[src/core/lpw_pkg.sv]
// Shared constants, state codes and carriers of the write-burst path.
// Assumes one system clock that oversamples the memory clock pin.
package lpw_pkg;

   localparam int LANES = 2;
   localparam int DATA_W = 8 * LANES;
   localparam int COL_W = 10;
   localparam int BANK_W = 2;
   localparam int NUM_BANKS = 4;
   localparam int IDX_W = 5;
   localparam int CNT_W = 4;

   // Recovery counts in memory clock cycles.
   localparam int WR_CK_DEF = 2;
   localparam int WTR_CK_DEF = 1;

   // Programmed burst length codes and the last element index of each.
   localparam logic [1:0] BL_CODE_2 = 2'h0;
   localparam logic [1:0] BL_CODE_4 = 2'h1;
   localparam logic [1:0] BL_CODE_8 = 2'h2;
   localparam logic [1:0] BL_CODE_16 = 2'h3;
   localparam logic [IDX_W-1:0] BL_LAST_2 = 5'h01;
   localparam logic [IDX_W-1:0] BL_LAST_4 = 5'h03;
   localparam logic [IDX_W-1:0] BL_LAST_8 = 5'h07;
   localparam logic [IDX_W-1:0] BL_LAST_16 = 5'h0F;

   // Reset values of the registered outputs.
   localparam logic PIN_RESET = 1'b0;

   typedef enum logic [1:0] {
      LPW_IDLE = 2'b00,
      LPW_PRE = 2'b01,
      LPW_DATA = 2'b10,
      LPW_RECOV = 2'b11
   } lpw_state_t;

   typedef struct packed {
      logic write;
      logic read;
      logic precharge;
      logic [BANK_W-1:0] bank;
      logic [COL_W-1:0] column;
      logic auto_pre;
   } lpw_cmd_t;

   typedef struct packed {
      logic valid;
      logic [BANK_W-1:0] bank;
      logic [COL_W-1:0] col_a;
      logic [COL_W-1:0] col_b;
      logic [DATA_W-1:0] data_a;
      logic [DATA_W-1:0] data_b;
      logic [LANES-1:0] en_a;
      logic [LANES-1:0] en_b;
   } lpw_pair_wr_t;

endpackage

[src/core/lpw_pin_sync.sv]
// Three-stage input synchroniser with agreement filter.
// Assumes inputs are asynchronous to clk.
`timescale 1ns/100ps
`default_nettype none
module lpw_pin_sync #(
   parameter int W = 1
) (
   input wire logic clk,
   input wire logic resetn,
   input wire logic [W-1:0] d,
   output logic [W-1:0] q
);

   logic [W-1:0] s1_q;
   logic [W-1:0] s2_q;
   logic [W-1:0] s3_q;

   always_ff @(posedge clk or negedge resetn) begin
      if (!resetn) begin
         s1_q <= '0;
         s2_q <= '0;
         s3_q <= '0;
      end else begin
         s1_q <= d;
         s2_q <= s1_q;
         s3_q <= s2_q;
      end
   end

   // A bit changes only once the second and third stages agree.
   always_ff @(posedge clk or negedge resetn) begin
      if (!resetn) begin
         q <= '0;
      end else begin
         for (int i = 0; i < W; i++) begin
            if (s2_q[i] == s3_q[i]) begin
               q[i] <= s3_q[i];
            end
         end
      end
   end

endmodule
`default_nettype wire

[src/core/lpw_write_path.sv]
// Write-burst capture path of a low-power DDR memory device.
// Assumes the memory clock and all pins are sampled by the faster clk.
`timescale 1ns/100ps
`default_nettype none
module lpw_write_path #(
   parameter int WR_CK = lpw_pkg::WR_CK_DEF,
   parameter int WTR_CK = lpw_pkg::WTR_CK_DEF
) (
   input wire logic clk,
   input wire logic resetn,
   input wire logic mem_clk,
   input wire lpw_pkg::lpw_cmd_t cmd,
   input wire logic [lpw_pkg::LANES-1:0] data_strobe,
   input wire logic [lpw_pkg::DATA_W-1:0] data_in,
   input wire logic [lpw_pkg::LANES-1:0] data_mask,
   input wire logic [lpw_pkg::NUM_BANKS-1:0] bank_open,
   input wire logic [1:0] burst_len_code,
   output lpw_pkg::lpw_pair_wr_t array_wr,
   output logic precharge_req,
   output logic [lpw_pkg::BANK_W-1:0] precharge_bank,
   output logic write_active,
   output logic recovery_done,
   output logic read_allowed,
   output logic burst_done,
   output logic [lpw_pkg::DATA_W-1:0] data_out,
   output logic [lpw_pkg::LANES-1:0] data_oe
);
   import lpw_pkg::*;

   // ------------------------------------------------------------
   // Pin sampling
   // ------------------------------------------------------------
   localparam int CMD_W = $bits(lpw_cmd_t);
   localparam int SW = 1 + CMD_W + 2 * LANES + DATA_W;

   logic [SW-1:0] raw;
   logic [SW-1:0] filt;
   logic ck_f;
   lpw_cmd_t cmd_f;
   logic [LANES-1:0] stb_f;
   logic [DATA_W-1:0] dat_f;
   logic [LANES-1:0] msk_f;

   assign raw = {mem_clk, cmd, data_strobe, data_in, data_mask};

   lpw_pin_sync #(
      .W(SW)
   ) u_sync (
      .clk(clk),
      .resetn(resetn),
      .d(raw),
      .q(filt)
   );

   assign {ck_f, cmd_f, stb_f, dat_f, msk_f} = filt;

   // ------------------------------------------------------------
   // Edge detection
   // ------------------------------------------------------------
   logic ck_prev_q;
   logic stb_prev_q;
   logic ck_rise;
   logic stb_rise;
   logic stb_fall;

   always_ff @(posedge clk or negedge resetn) begin
      if (!resetn) begin
         ck_prev_q <= 1'b0;
         stb_prev_q <= 1'b0;
      end else begin
         ck_prev_q <= ck_f;
         stb_prev_q <= stb_f[0];
      end
   end

   assign ck_rise = ck_f & ~ck_prev_q;
   assign stb_rise = stb_f[0] & ~stb_prev_q;
   assign stb_fall = ~stb_f[0] & stb_prev_q;

   // ------------------------------------------------------------
   // Burst state and event decode
   // ------------------------------------------------------------
   lpw_state_t state_q;
   logic [IDX_W-1:0] idx_q;
   logic [BANK_W-1:0] bank_q;
   logic [COL_W-1:0] base_q;
   logic ap_q;
   logic pend_q;
   logic arm_q;
   logic [BANK_W-1:0] p_bank_q;
   logic [COL_W-1:0] p_col_q;
   logic p_ap_q;
   logic tm_wait_q;
   logic tm_active_q;
   logic [CNT_W-1:0] wr_cnt_q;
   logic [CNT_W-1:0] wtr_cnt_q;

   logic in_burst;
   logic wr_go;
   logic rd_pre;
   logic take;
   logic new_first;
   logic start_now;
   logic trunc;
   logic last_elem;
   logic post_low;
   logic rec_over;
   logic elem_odd;
   logic [IDX_W-1:0] bl_last;
   logic [COL_W-1:0] col_mask;
   logic [COL_W-1:0] col_sum;
   logic [COL_W-1:0] col_seq;
   logic [COL_W-1:0] elem_col;
   logic [LANES-1:0] elem_en;

   always_comb begin
      case (burst_len_code)
         BL_CODE_2: bl_last = BL_LAST_2;
         BL_CODE_4: bl_last = BL_LAST_4;
         BL_CODE_8: bl_last = BL_LAST_8;
         BL_CODE_16: bl_last = BL_LAST_16;
         default: bl_last = BL_LAST_2;
      endcase
   end

   // Columns wrap inside the burst-aligned block.
   assign col_mask = {{(COL_W-IDX_W){1'b0}}, bl_last};
   assign col_sum = base_q + {{(COL_W-IDX_W){1'b0}}, idx_q};
   assign col_seq = (base_q & ~col_mask) | (col_sum & col_mask);

   assign in_burst = (state_q == LPW_PRE) || (state_q == LPW_DATA);
   assign wr_go = ck_rise & cmd_f.write & bank_open[cmd_f.bank];
   assign rd_pre = ck_rise & (cmd_f.read | cmd_f.precharge);
   // First element needs a rising edge, later ones any edge.
   assign take = ((state_q == LPW_PRE) & stb_rise)
               | ((state_q == LPW_DATA) & (stb_rise | stb_fall));
   assign new_first = take & stb_rise & arm_q;
   assign start_now = pend_q & ~in_burst;
   assign trunc = rd_pre & in_burst;
   assign last_elem = take & ~new_first & ~trunc & (idx_q == bl_last);
   assign post_low = (stb_f == '0);
   assign rec_over = tm_active_q & post_low
                   & (wr_cnt_q == '0) & (wtr_cnt_q == '0);
   assign elem_odd = new_first ? 1'b0 : idx_q[0];
   assign elem_col = new_first ? p_col_q : col_seq;
   assign elem_en = ~msk_f;

   // ------------------------------------------------------------
   // Pending write command
   // ------------------------------------------------------------
   always_ff @(posedge clk or negedge resetn) begin
      if (!resetn) begin
         pend_q <= 1'b0;
         arm_q <= 1'b0;
         p_bank_q <= '0;
         p_col_q <= '0;
         p_ap_q <= 1'b0;
      end else if (wr_go) begin
         pend_q <= 1'b1;
         arm_q <= 1'b0;
         p_bank_q <= cmd_f.bank;
         p_col_q <= cmd_f.column;
         p_ap_q <= cmd_f.auto_pre;
      end else if (start_now | new_first) begin
         pend_q <= 1'b0;
         arm_q <= 1'b0;
      end else if (pend_q & in_burst & stb_fall) begin
         // The old burst keeps the element on this falling edge.
         arm_q <= 1'b1;
      end
   end

   // ------------------------------------------------------------
   // Burst sequencing
   // ------------------------------------------------------------
   always_ff @(posedge clk or negedge resetn) begin
      if (!resetn) begin
         state_q <= LPW_IDLE;
         idx_q <= '0;
         bank_q <= '0;
         base_q <= '0;
         ap_q <= 1'b0;
      end else begin
         case (state_q)
            LPW_IDLE, LPW_RECOV: begin
               if (start_now) begin
                  state_q <= LPW_PRE;
                  idx_q <= '0;
                  bank_q <= p_bank_q;
                  base_q <= p_col_q;
                  ap_q <= p_ap_q;
               end else if (rec_over) begin
                  state_q <= LPW_IDLE;
               end
            end
            LPW_PRE, LPW_DATA: begin
               if (trunc) begin
                  // Later elements are dropped.
                  state_q <= LPW_RECOV;
                  ap_q <= 1'b0;
               end else if (new_first) begin
                  state_q <= LPW_DATA;
                  idx_q <= 5'h01;
                  bank_q <= p_bank_q;
                  base_q <= p_col_q;
                  ap_q <= p_ap_q;
               end else if (take) begin
                  idx_q <= idx_q + 5'h01;
                  state_q <= last_elem ? LPW_RECOV : LPW_DATA;
               end
            end
            default: begin
               state_q <= LPW_IDLE;
            end
         endcase
      end
   end

   // ------------------------------------------------------------
   // Pair assembly and array write
   // ------------------------------------------------------------
   logic [DATA_W-1:0] half_data_q;
   logic [LANES-1:0] half_en_q;
   logic [COL_W-1:0] half_col_q;

   always_ff @(posedge clk or negedge resetn) begin
      if (!resetn) begin
         half_data_q <= '0;
         half_en_q <= '0;
         half_col_q <= '0;
         array_wr <= '0;
      end else begin
         array_wr.valid <= 1'b0;
         if (take & ~trunc & ~elem_odd) begin
            half_data_q <= dat_f;
            half_en_q <= elem_en;
            half_col_q <= elem_col;
         end
         // Only a complete pair reaches the array.
         if (take & ~trunc & elem_odd) begin
            array_wr.valid <= 1'b1;
            array_wr.bank <= bank_q;
            array_wr.col_a <= half_col_q;
            array_wr.col_b <= elem_col;
            array_wr.data_a <= half_data_q;
            array_wr.data_b <= dat_f;
            array_wr.en_a <= half_en_q;
            array_wr.en_b <= elem_en;
         end
      end
   end

   // ------------------------------------------------------------
   // Recovery timers
   // ------------------------------------------------------------
   always_ff @(posedge clk or negedge resetn) begin
      if (!resetn) begin
         tm_wait_q <= 1'b0;
         tm_active_q <= 1'b0;
         wr_cnt_q <= '0;
         wtr_cnt_q <= '0;
      end else if (start_now | new_first) begin
         tm_wait_q <= 1'b0;
         tm_active_q <= 1'b0;
      end else if (last_elem) begin
         tm_wait_q <= 1'b1;
         tm_active_q <= 1'b0;
      end else if (trunc | (tm_wait_q & ck_rise)) begin
         // Counting starts at the clock edge after the last pair.
         tm_wait_q <= 1'b0;
         tm_active_q <= 1'b1;
         wr_cnt_q <= CNT_W'(WR_CK);
         wtr_cnt_q <= CNT_W'(WTR_CK);
      end else if (tm_active_q & ck_rise) begin
         if (wr_cnt_q != '0) begin
            wr_cnt_q <= wr_cnt_q - 4'h1;
         end
         if (wtr_cnt_q != '0) begin
            wtr_cnt_q <= wtr_cnt_q - 4'h1;
         end
      end
   end

   // ------------------------------------------------------------
   // Status and precharge outputs
   // ------------------------------------------------------------
   always_ff @(posedge clk or negedge resetn) begin
      if (!resetn) begin
         precharge_req <= PIN_RESET;
         precharge_bank <= '0;
         write_active <= PIN_RESET;
         recovery_done <= PIN_RESET;
         read_allowed <= PIN_RESET;
         burst_done <= PIN_RESET;
         data_out <= '0;
         data_oe <= '0;
      end else begin
         // Precharge period begins as the recovery count expires.
         precharge_req <= tm_active_q & ck_rise & ap_q
                        & (wr_cnt_q == 4'h1);
         precharge_bank <= bank_q;
         write_active <= in_burst;
         recovery_done <= tm_active_q & (wr_cnt_q == '0);
         read_allowed <= tm_active_q & (wtr_cnt_q == '0);
         burst_done <= tm_active_q & post_low
                     & ((wr_cnt_q == '0) | (wtr_cnt_q == '0));
         data_out <= '0;
         data_oe <= '0;
      end
   end

endmodule
`default_nettype wire

[config.mk]
export PLATFORM = sky130hd
export DESIGN_NAME = lpw_write_path
export DESIGN_NICKNAME = d
export VERILOG_FILES = /design/src/core/lpw_pkg.sv /design/src/core/lpw_pin_sync.sv /design/src/core/lpw_write_path.sv
export SDC_FILE = /design/constraint.sdc
export NUM_CORES = 1
export LEC_CHECK = 0
export BUFFER_PORTS_ARGS = -buffer_cell sky130_fd_sc_hd__buf_4
export CORE_AREA = 2 2 174 176
export CTS_CLUSTER_SIZE = 24
export DETAILED_ROUTE_END_ITERATION = 10
export DIE_AREA = 0 0 176 178
export PLACE_DENSITY = 0.62
export SKIP_LAST_GASP = 1
export SYNTH_ARGS = -nofsm -noshare
export SYNTH_HDL_FRONTEND = slang
export SYNTH_SLANG_ARGS = --single-unit
[constraint.sdc]
create_clock -name clk -period 3.24 [get_ports clk]
set_input_delay 0.81 -clock clk [delete_from_list [all_inputs] [get_ports clk]]
set_output_delay 0.81 -clock clk [all_outputs]
set_load 0.01 [all_outputs]
## After elaboration in Yosys (flattened, before gate mapping)

Cells that the tools add are included.

| word-level totals | value |
|---|---|
| output and inout port bits | 84 |
| register bits | 289 |
| input port bits | 45 |

| cells by class | value |
|---|---|
| $add $sub $neg | 4 |
| reduce and logical (&&, ||, !) cells | 22 |
| multiplexer cells | 47 |
| order comparisons | 1 |
| equality and inequality tests | 52 |
| bitwise operators | 50 |

Operator list:

| kind | count |
|---|---|
| 59-bit 2-to-1 mux | 1 |
| 10-bit 2-to-1 mux | 4 |
| 1-bit == test | 37 |
| 1-bit AND | 30 |
| 4-bit 2-to-1 mux | 6 |
| 5-bit 2-to-1 mux | 4 |
| 10-bit case mux with 2 select lines | 1 |
| 5-bit case mux with 4 select lines | 1 |
| 1-bit 2-to-1 mux | 17 |
| 2-bit 2-to-1 mux | 8 |
| 10-bit by 5-bit adder with 10-bit output | 1 |
| 10-bit AND | 1 |
| 10-bit by 5-bit AND with 10-bit output | 1 |
| 5-bit inverter with 10-bit output | 1 |
| 10-bit bitwise OR | 1 |
| 5-bit case mux with 2 select lines | 1 |
| 3-bit != test (second input constant) | 3 |
| 1-bit inverter | 9 |
| 2-bit == test (second input constant) | 4 |
| 4-bit logical NOT | 2 |
| 2-bit case mux with 2 select lines | 2 |
| 4-bit AND reduction | 2 |
| 2-bit nonzero test | 4 |
| 4-bit nonzero test | 2 |
| other kinds (18) | 33 |

## Logic depth before layout (Yosys ltp)

| depth | value |
|---|---|
| word-level depth | 16 |
| gate-level depth with buffers | 10 |

## Cells and area by module

From an unflattened synthesis, not the netlist that was laid out.

| second synthesis, totals | value |
|---|---|
| cell total of the unflattened synthesis | 792 |
| area total of the unflattened synthesis | 10237.3 µm² |

By module, submodules not included:

| module | sequential area each (µm²) | cells each | area each (µm²) | times used |
|---|---|---|---|---|
| lpw_write_path | 3528.4 | 607 | 6117.1 | 1 |
| lpw_pin_sync | 3703.6 | 185 | 4120.2 | 1 |

## Worst setup path after synthesis

Ideal clock, no wire load.

| path | value |
|---|---|
| path kind | input to register |
| start | input port burst_len_code[1] |
| end | register wtr_cnt_q[0] |
| data required time | 3122 ps |
| path slack | 805 ps |
| arrival time | 2317 ps |
| stages | 6 |
| buffers on the path | 1 |
| library setup time | 118 ps |
| path through | buf_2 > and4_1 > o31ai_2 > a2111oi_4 > or4_1 > a21o_1 |

| on the way | value |
|---|---|
| longest elaborated chain between the ends | 6 |

RTL lines:

| what | line | RTL |
|---|---|---|
| start: declaration | lpw_write_path.sv:17 | `input wire logic [1:0] burst_len_code,` |
| 2-bit == test (tied with other cells) | lpw_write_path.sv:117 | `case (burst_len_code)` |
| 5-bit case mux with 4 select lines * | lpw_write_path.sv:117 |  |
| 5-bit == test * | lpw_write_path.sv:140 | `assign last_elem = take & ~new_first & ~trunc & (idx_q == bl_last);` |
| 1-bit AND * | lpw_write_path.sv:140 |  |
| 1-bit inverter (no line) * | - |  |
| 4-bit AND reduction (no line) * | - |  |
| end signal: assignment | lpw_write_path.sv:273 | `wtr_cnt_q <= CNT_W'(WTR_CK);` |
| end signal: assignment | lpw_write_path.sv:279 | `wtr_cnt_q <= wtr_cnt_q - 4'h1;` |
| end: declaration | lpw_write_path.sv:96 | `logic [CNT_W-1:0] wtr_cnt_q;` |

Mark *: on every way between the ends. The rest lies on a longest branch, timed or not. The select of a mux whose other input is x is not followed.
A chain may end at the register's enable or synchronous reset.

## Worst setup path after layout

| path | value |
|---|---|
| start | register u_sync.q[18] |
| end | register tm_wait_q |

| on the way | value |
|---|---|
| longest elaborated chain between the ends | 13 |

RTL lines:

| what | line | RTL |
|---|---|---|
| start: declaration | lpw_pin_sync.sv:11 | `output logic [W-1:0] q` |
| start signal: indexed assignment | lpw_pin_sync.sv:37 | `q[i] <= s3_q[i];` |
| 1-bit inverter | lpw_write_path.sv:78 | `assign stb_fall = ~stb_f[0] & stb_prev_q;` |
| 1-bit AND | lpw_write_path.sv:78 |  |
| 1-bit bitwise OR | lpw_write_path.sv:136 | `\| ((state_q == LPW_DATA) & (stb_rise \| stb_fall));` |
| 1-bit AND | lpw_write_path.sv:136 |  |
| 1-bit bitwise OR | lpw_write_path.sv:136 |  |
| 1-bit AND (2 in a row) | lpw_write_path.sv:137 | `assign new_first = take & stb_rise & arm_q;` |
| 1-bit inverter | lpw_write_path.sv:140 |  |
| 1-bit AND (3 in a row) | lpw_write_path.sv:140 |  |
| 1-bit 2-to-1 mux | lpw_write_path.sv:265 | `end else if (last_elem) begin` |
| 1-bit 2-to-1 mux | lpw_write_path.sv:262 | `end else if (start_now \| new_first) begin` |
| end signal: assignment | lpw_write_path.sv:263 | `tm_wait_q <= 1'b0;` |
| end signal: assignment | lpw_write_path.sv:266 | `tm_wait_q <= 1'b1;` |
| end signal: assignment | lpw_write_path.sv:270 | `tm_wait_q <= 1'b0;` |
| end: declaration | lpw_write_path.sv:93 | `logic tm_wait_q;` |

Several ways; a longest one is shown, not always the timed one.

==> impl_metrics.tcl <==
set metrics [dict create \
    status "finished, final reports clean" \
    detail_route.vias_per_cell 4.46 \
    syn_inst 697 \
    cts_tree "done" \
    clock_latency_ps 530 \
    grt_max_degree 74 \
    cp.arrival_ps 3140 \
    clock_tree.root_cell "clkbuf_16" \
    reg2reg_slack_ps 560 \
    setup-tns-final_ps 0 \
    drv_slew 0 \
    comb_power_share_pct 20.5 \
    final_antenna_net_count 0 \
    dr_total_vias 5533 \
    ios 129 \
    clock_power_share_pct 34.3 \
    numCtsBuffers 30 \
    routed_wirelength_microns 18200 \
    path_cells "inv_1, ha_1, nand2b_1, a22o_4, or3_2, buf_12, or3_1, a21oi_1" \
    power.internal_w 0.00801 \
    drc 0 \
    grt_pass1_wl_microns 30300 \
    synth_area_sq_um 10200 \
    endpoint_kind "register" \
    n_antenna_cell 0 \
    async_reset_ff_share_pct 100 \
    die_h_microns 178 \
    port_buffers 110 \
    worstHoldPathType "in2async" \
    dieArea_sq_um 31300 \
    cts_setup_buffers 0 \
    hold-worst-slack_ps 253 \
    routedWlPerCell_microns 14.7 \
    finClkSkew_ps 5.69 \
    grt_overflow 0 \
    worstSetupPathType "reg2reg" \
    yosysUniqueCellTypes 56 \
    drive_gt1_share_pct 29.9 \
    numClockSinks 289 \
    ys_ff_latch 289 \
    dpl.hpwl_microns 12000 \
    swShare_pct 27.3 \
    nets 887 \
    layout_min_cycle_time_ps 2680 \
    ys_seq_area_share_pct 71.0 \
    final-instance-count-excl-fill 1240 \
    cp_data_required_time_ps 3700 \
    dpl_cell_area_sq_um 11500 \
    grt_use_total_pct 12.0 \
    critical_path_buf_inv_count 2 \
    powerDensity_nw_per_um2 875 \
    cp_max_fo 68 \
    drv_cap 0 \
    avgSynthCellArea_sq_um 14.6 \
    p_switching_w 0.00301 \
    synth_edf_count 0 \
    fmax_ghz 0.373 \
    max_slew_margin_pct 48.3 \
    cp_slowest_cell "or3_2" \
    sequentialPowerShare_pct 45.1 \
    clk_pin_slew_worst_paths_ps 60 \
    hold_buffers 0 \
    critPathLaunchType "register" \
    firstDrtPassIters 4 \
    power_leakage_nw 5.90 \
    initial_core_util_pct 34.6 \
    rsz0062_at_grt "false" \
    yosysWarnings 0 \
    initialDrtViolationCount 244 \
    synthFlopType "dfrtp_1" \
    post-route-period-util_pct 82.7 \
    cts_resized 0 \
    stdcell_area_sq_um 12600 \
    die_w_microns 176 \
    max_stage_delay_ps 560 \
    grt_pass1_vias 5719 \
    hold_viol 0 \
    place_congestion 0.814 \
    cp_top_family "simple AND/OR/NAND/NOR gates" \
    worstMarginPinSlew_ps 773 \
    area.growth.synth_to_final_pct 23.7 \
    row_count 63 \
    cts_max_level 1 \
    antenna_found_initial 0 \
    placed_cells 1186 \
    ir_drop_mv 0.411 \
    core_sq_um 29400 \
    fill_cells 2686 \
    setup_viol 0 \
    clk_path_buf_depth 3 \
]
[cell families after synthesis]
family                     Yosys count  synth area share [%]
AOI/OAI and AO/OA                   76                  5.07
xor gates and xnor gates             5                 0.430
adders and majority gates           51                  5.43
buffers and inverters               52                  2.74
DFF                                289                  71.0
muxes                               81                  8.96
other                                1                0.0368
and+or+nand+nor                    142                  6.33
[power by group through the flow]
| stage | clock (W) | sequential [W] | combinational [W] |
|---|---|---|---|
| 6_report | 0.00378 | 0.00497 | 0.00226 |
| 5_1_grt | 0.00407 | 0.00510 | 0.00255 |
| 4_1_cts | 0.00389 | 0.00499 | 0.00232 |
| 3_5_place_dp | 0 | 0.00505 | 0.00231 |
| 3_3_place_gp | 0 | 0.00503 | 0.00225 |
| 2_1_floorplan | 0 | 0.00502 | 0.00127 |
[per-layer routing]
| layer | track usage (%) | up-vias | part of all wire, % |
|---|---|---|---|
| li1 | - | 2626 | - |
| met1 | 16.6 | 2771 | 46 |
| met2 | 19.3 | 113 | 47 |
| met3 | 2.66 | 23 | 5.1 |
| met4 | 3.31 | 0 | 1.7 |
| met5 | 0 | - | 0 |
[worst paths after layout]
path | startpoint | cells after the start | endpoint
min in group clk | u_sync.s1_q[17] | 0 | u_sync.s2_q[17]
worst max-delay path | u_sync.q[18] | 8 | tm_wait_q
worst min register to register | u_sync.s1_q[17] | 0 | u_sync.s2_q[17]
worst min-delay path | resetn | 1 | u_sync.s1_q[20]
max in group asynchronous | resetn | 2 | u_sync.s2_q[4]
worst max register to register | u_sync.q[18] | 8 | tm_wait_q
[cells in the final DEF (no fill, tap or decap), drive strengths merged, types with 2 or more instances in the layout]
cell type  netlist  routed
mux2            71      71
or4              2       2
or3              2       2
bufinv           0       7
nand2b           3       3
nor2            16      16
clkinv           0       4
a21oi           15      15
nand3b           2       2
mux2i            9       9
o31ai            6       6
nor4             2       2
nor2b            4       4
o21ai           32      32
conb             1      18
and2             2       2
buf             29     121
nand2           81      81
inv             13      14
nor3            12      12
a22o             2       2
ha              13      13
clkinvlp         0       3
maj3            37      37
xnor2            5       5
a21o             3       3
dfrtp          289     289
nand3            7       7
nor3b            3       3
clkbuf          10      39
[metrics by stage]
step / setup WS [ps] / util [%] / power, W
CTS: 486 / 42.8 / 0.0112
global route: 367 / 42.8 / 0.0117
detailed placement: 515 / 39.0 / 0.00736
finish: 559 / 42.8 / 0.0110
global placement: 571 / 39.0 / 0.00729
floorplan: 805 / - / 0.00629
[Yosys cell counts (all sizes together) (3+ instances only)]
cell / n / area share [%]
nor3: 12 / 0.59
nand2b: 3 / 0.18
maj3: 37 / 3.6
nand2: 81 / 3.0
o21ai: 32 / 1.6
o31ai: 6 / 0.49
mux2: 71 / 7.9
xnor2: 5 / 0.43
mux2i: 9 / 0.88
a21oi: 15 / 0.74
clkbuf: 10 / 0.37
nor3b: 3 / 0.22
nand3: 7 / 0.34
buf: 29 / 1.9
inv: 13 / 0.48
ha: 13 / 1.6
nor2: 16 / 0.59
dfrtp: 289 / 71
a21o: 3 / 0.22
nor2b: 4 / 0.25
[area by class of cell]
class / count / area (sq um) / share of cell area [%]
clock buffers: 39 / 856 / 6.80
multi-input cells: 373 / 2740 / 21.8
repair buffers: 121 / 966 / 7.67
well taps: 390 / 488 / 3.87
flip-flops and latches: 289 / 7230 / 57.4
inverters: 13 / 48.8 / 0.387
clock inverters: 15 / 262 / 2.08
[flip-flops by register name, summed over array words and instances (netlist names), 2 cells and up]
name	cells
p_bank_q	2
wr_cnt_q	4
bank_q	2
precharge_bank	2
half_data_q	16
half_en_q	2
half_col_q	10
state_q	2
wtr_cnt_q	4
u_sync.s2_q	37
u_sync.s1_q	37
u_sync.q	37
array_wr	59
u_sync.s3_q	37
idx_q	5
base_q	10
p_col_q	10
(Power assumes the default switching activity.)
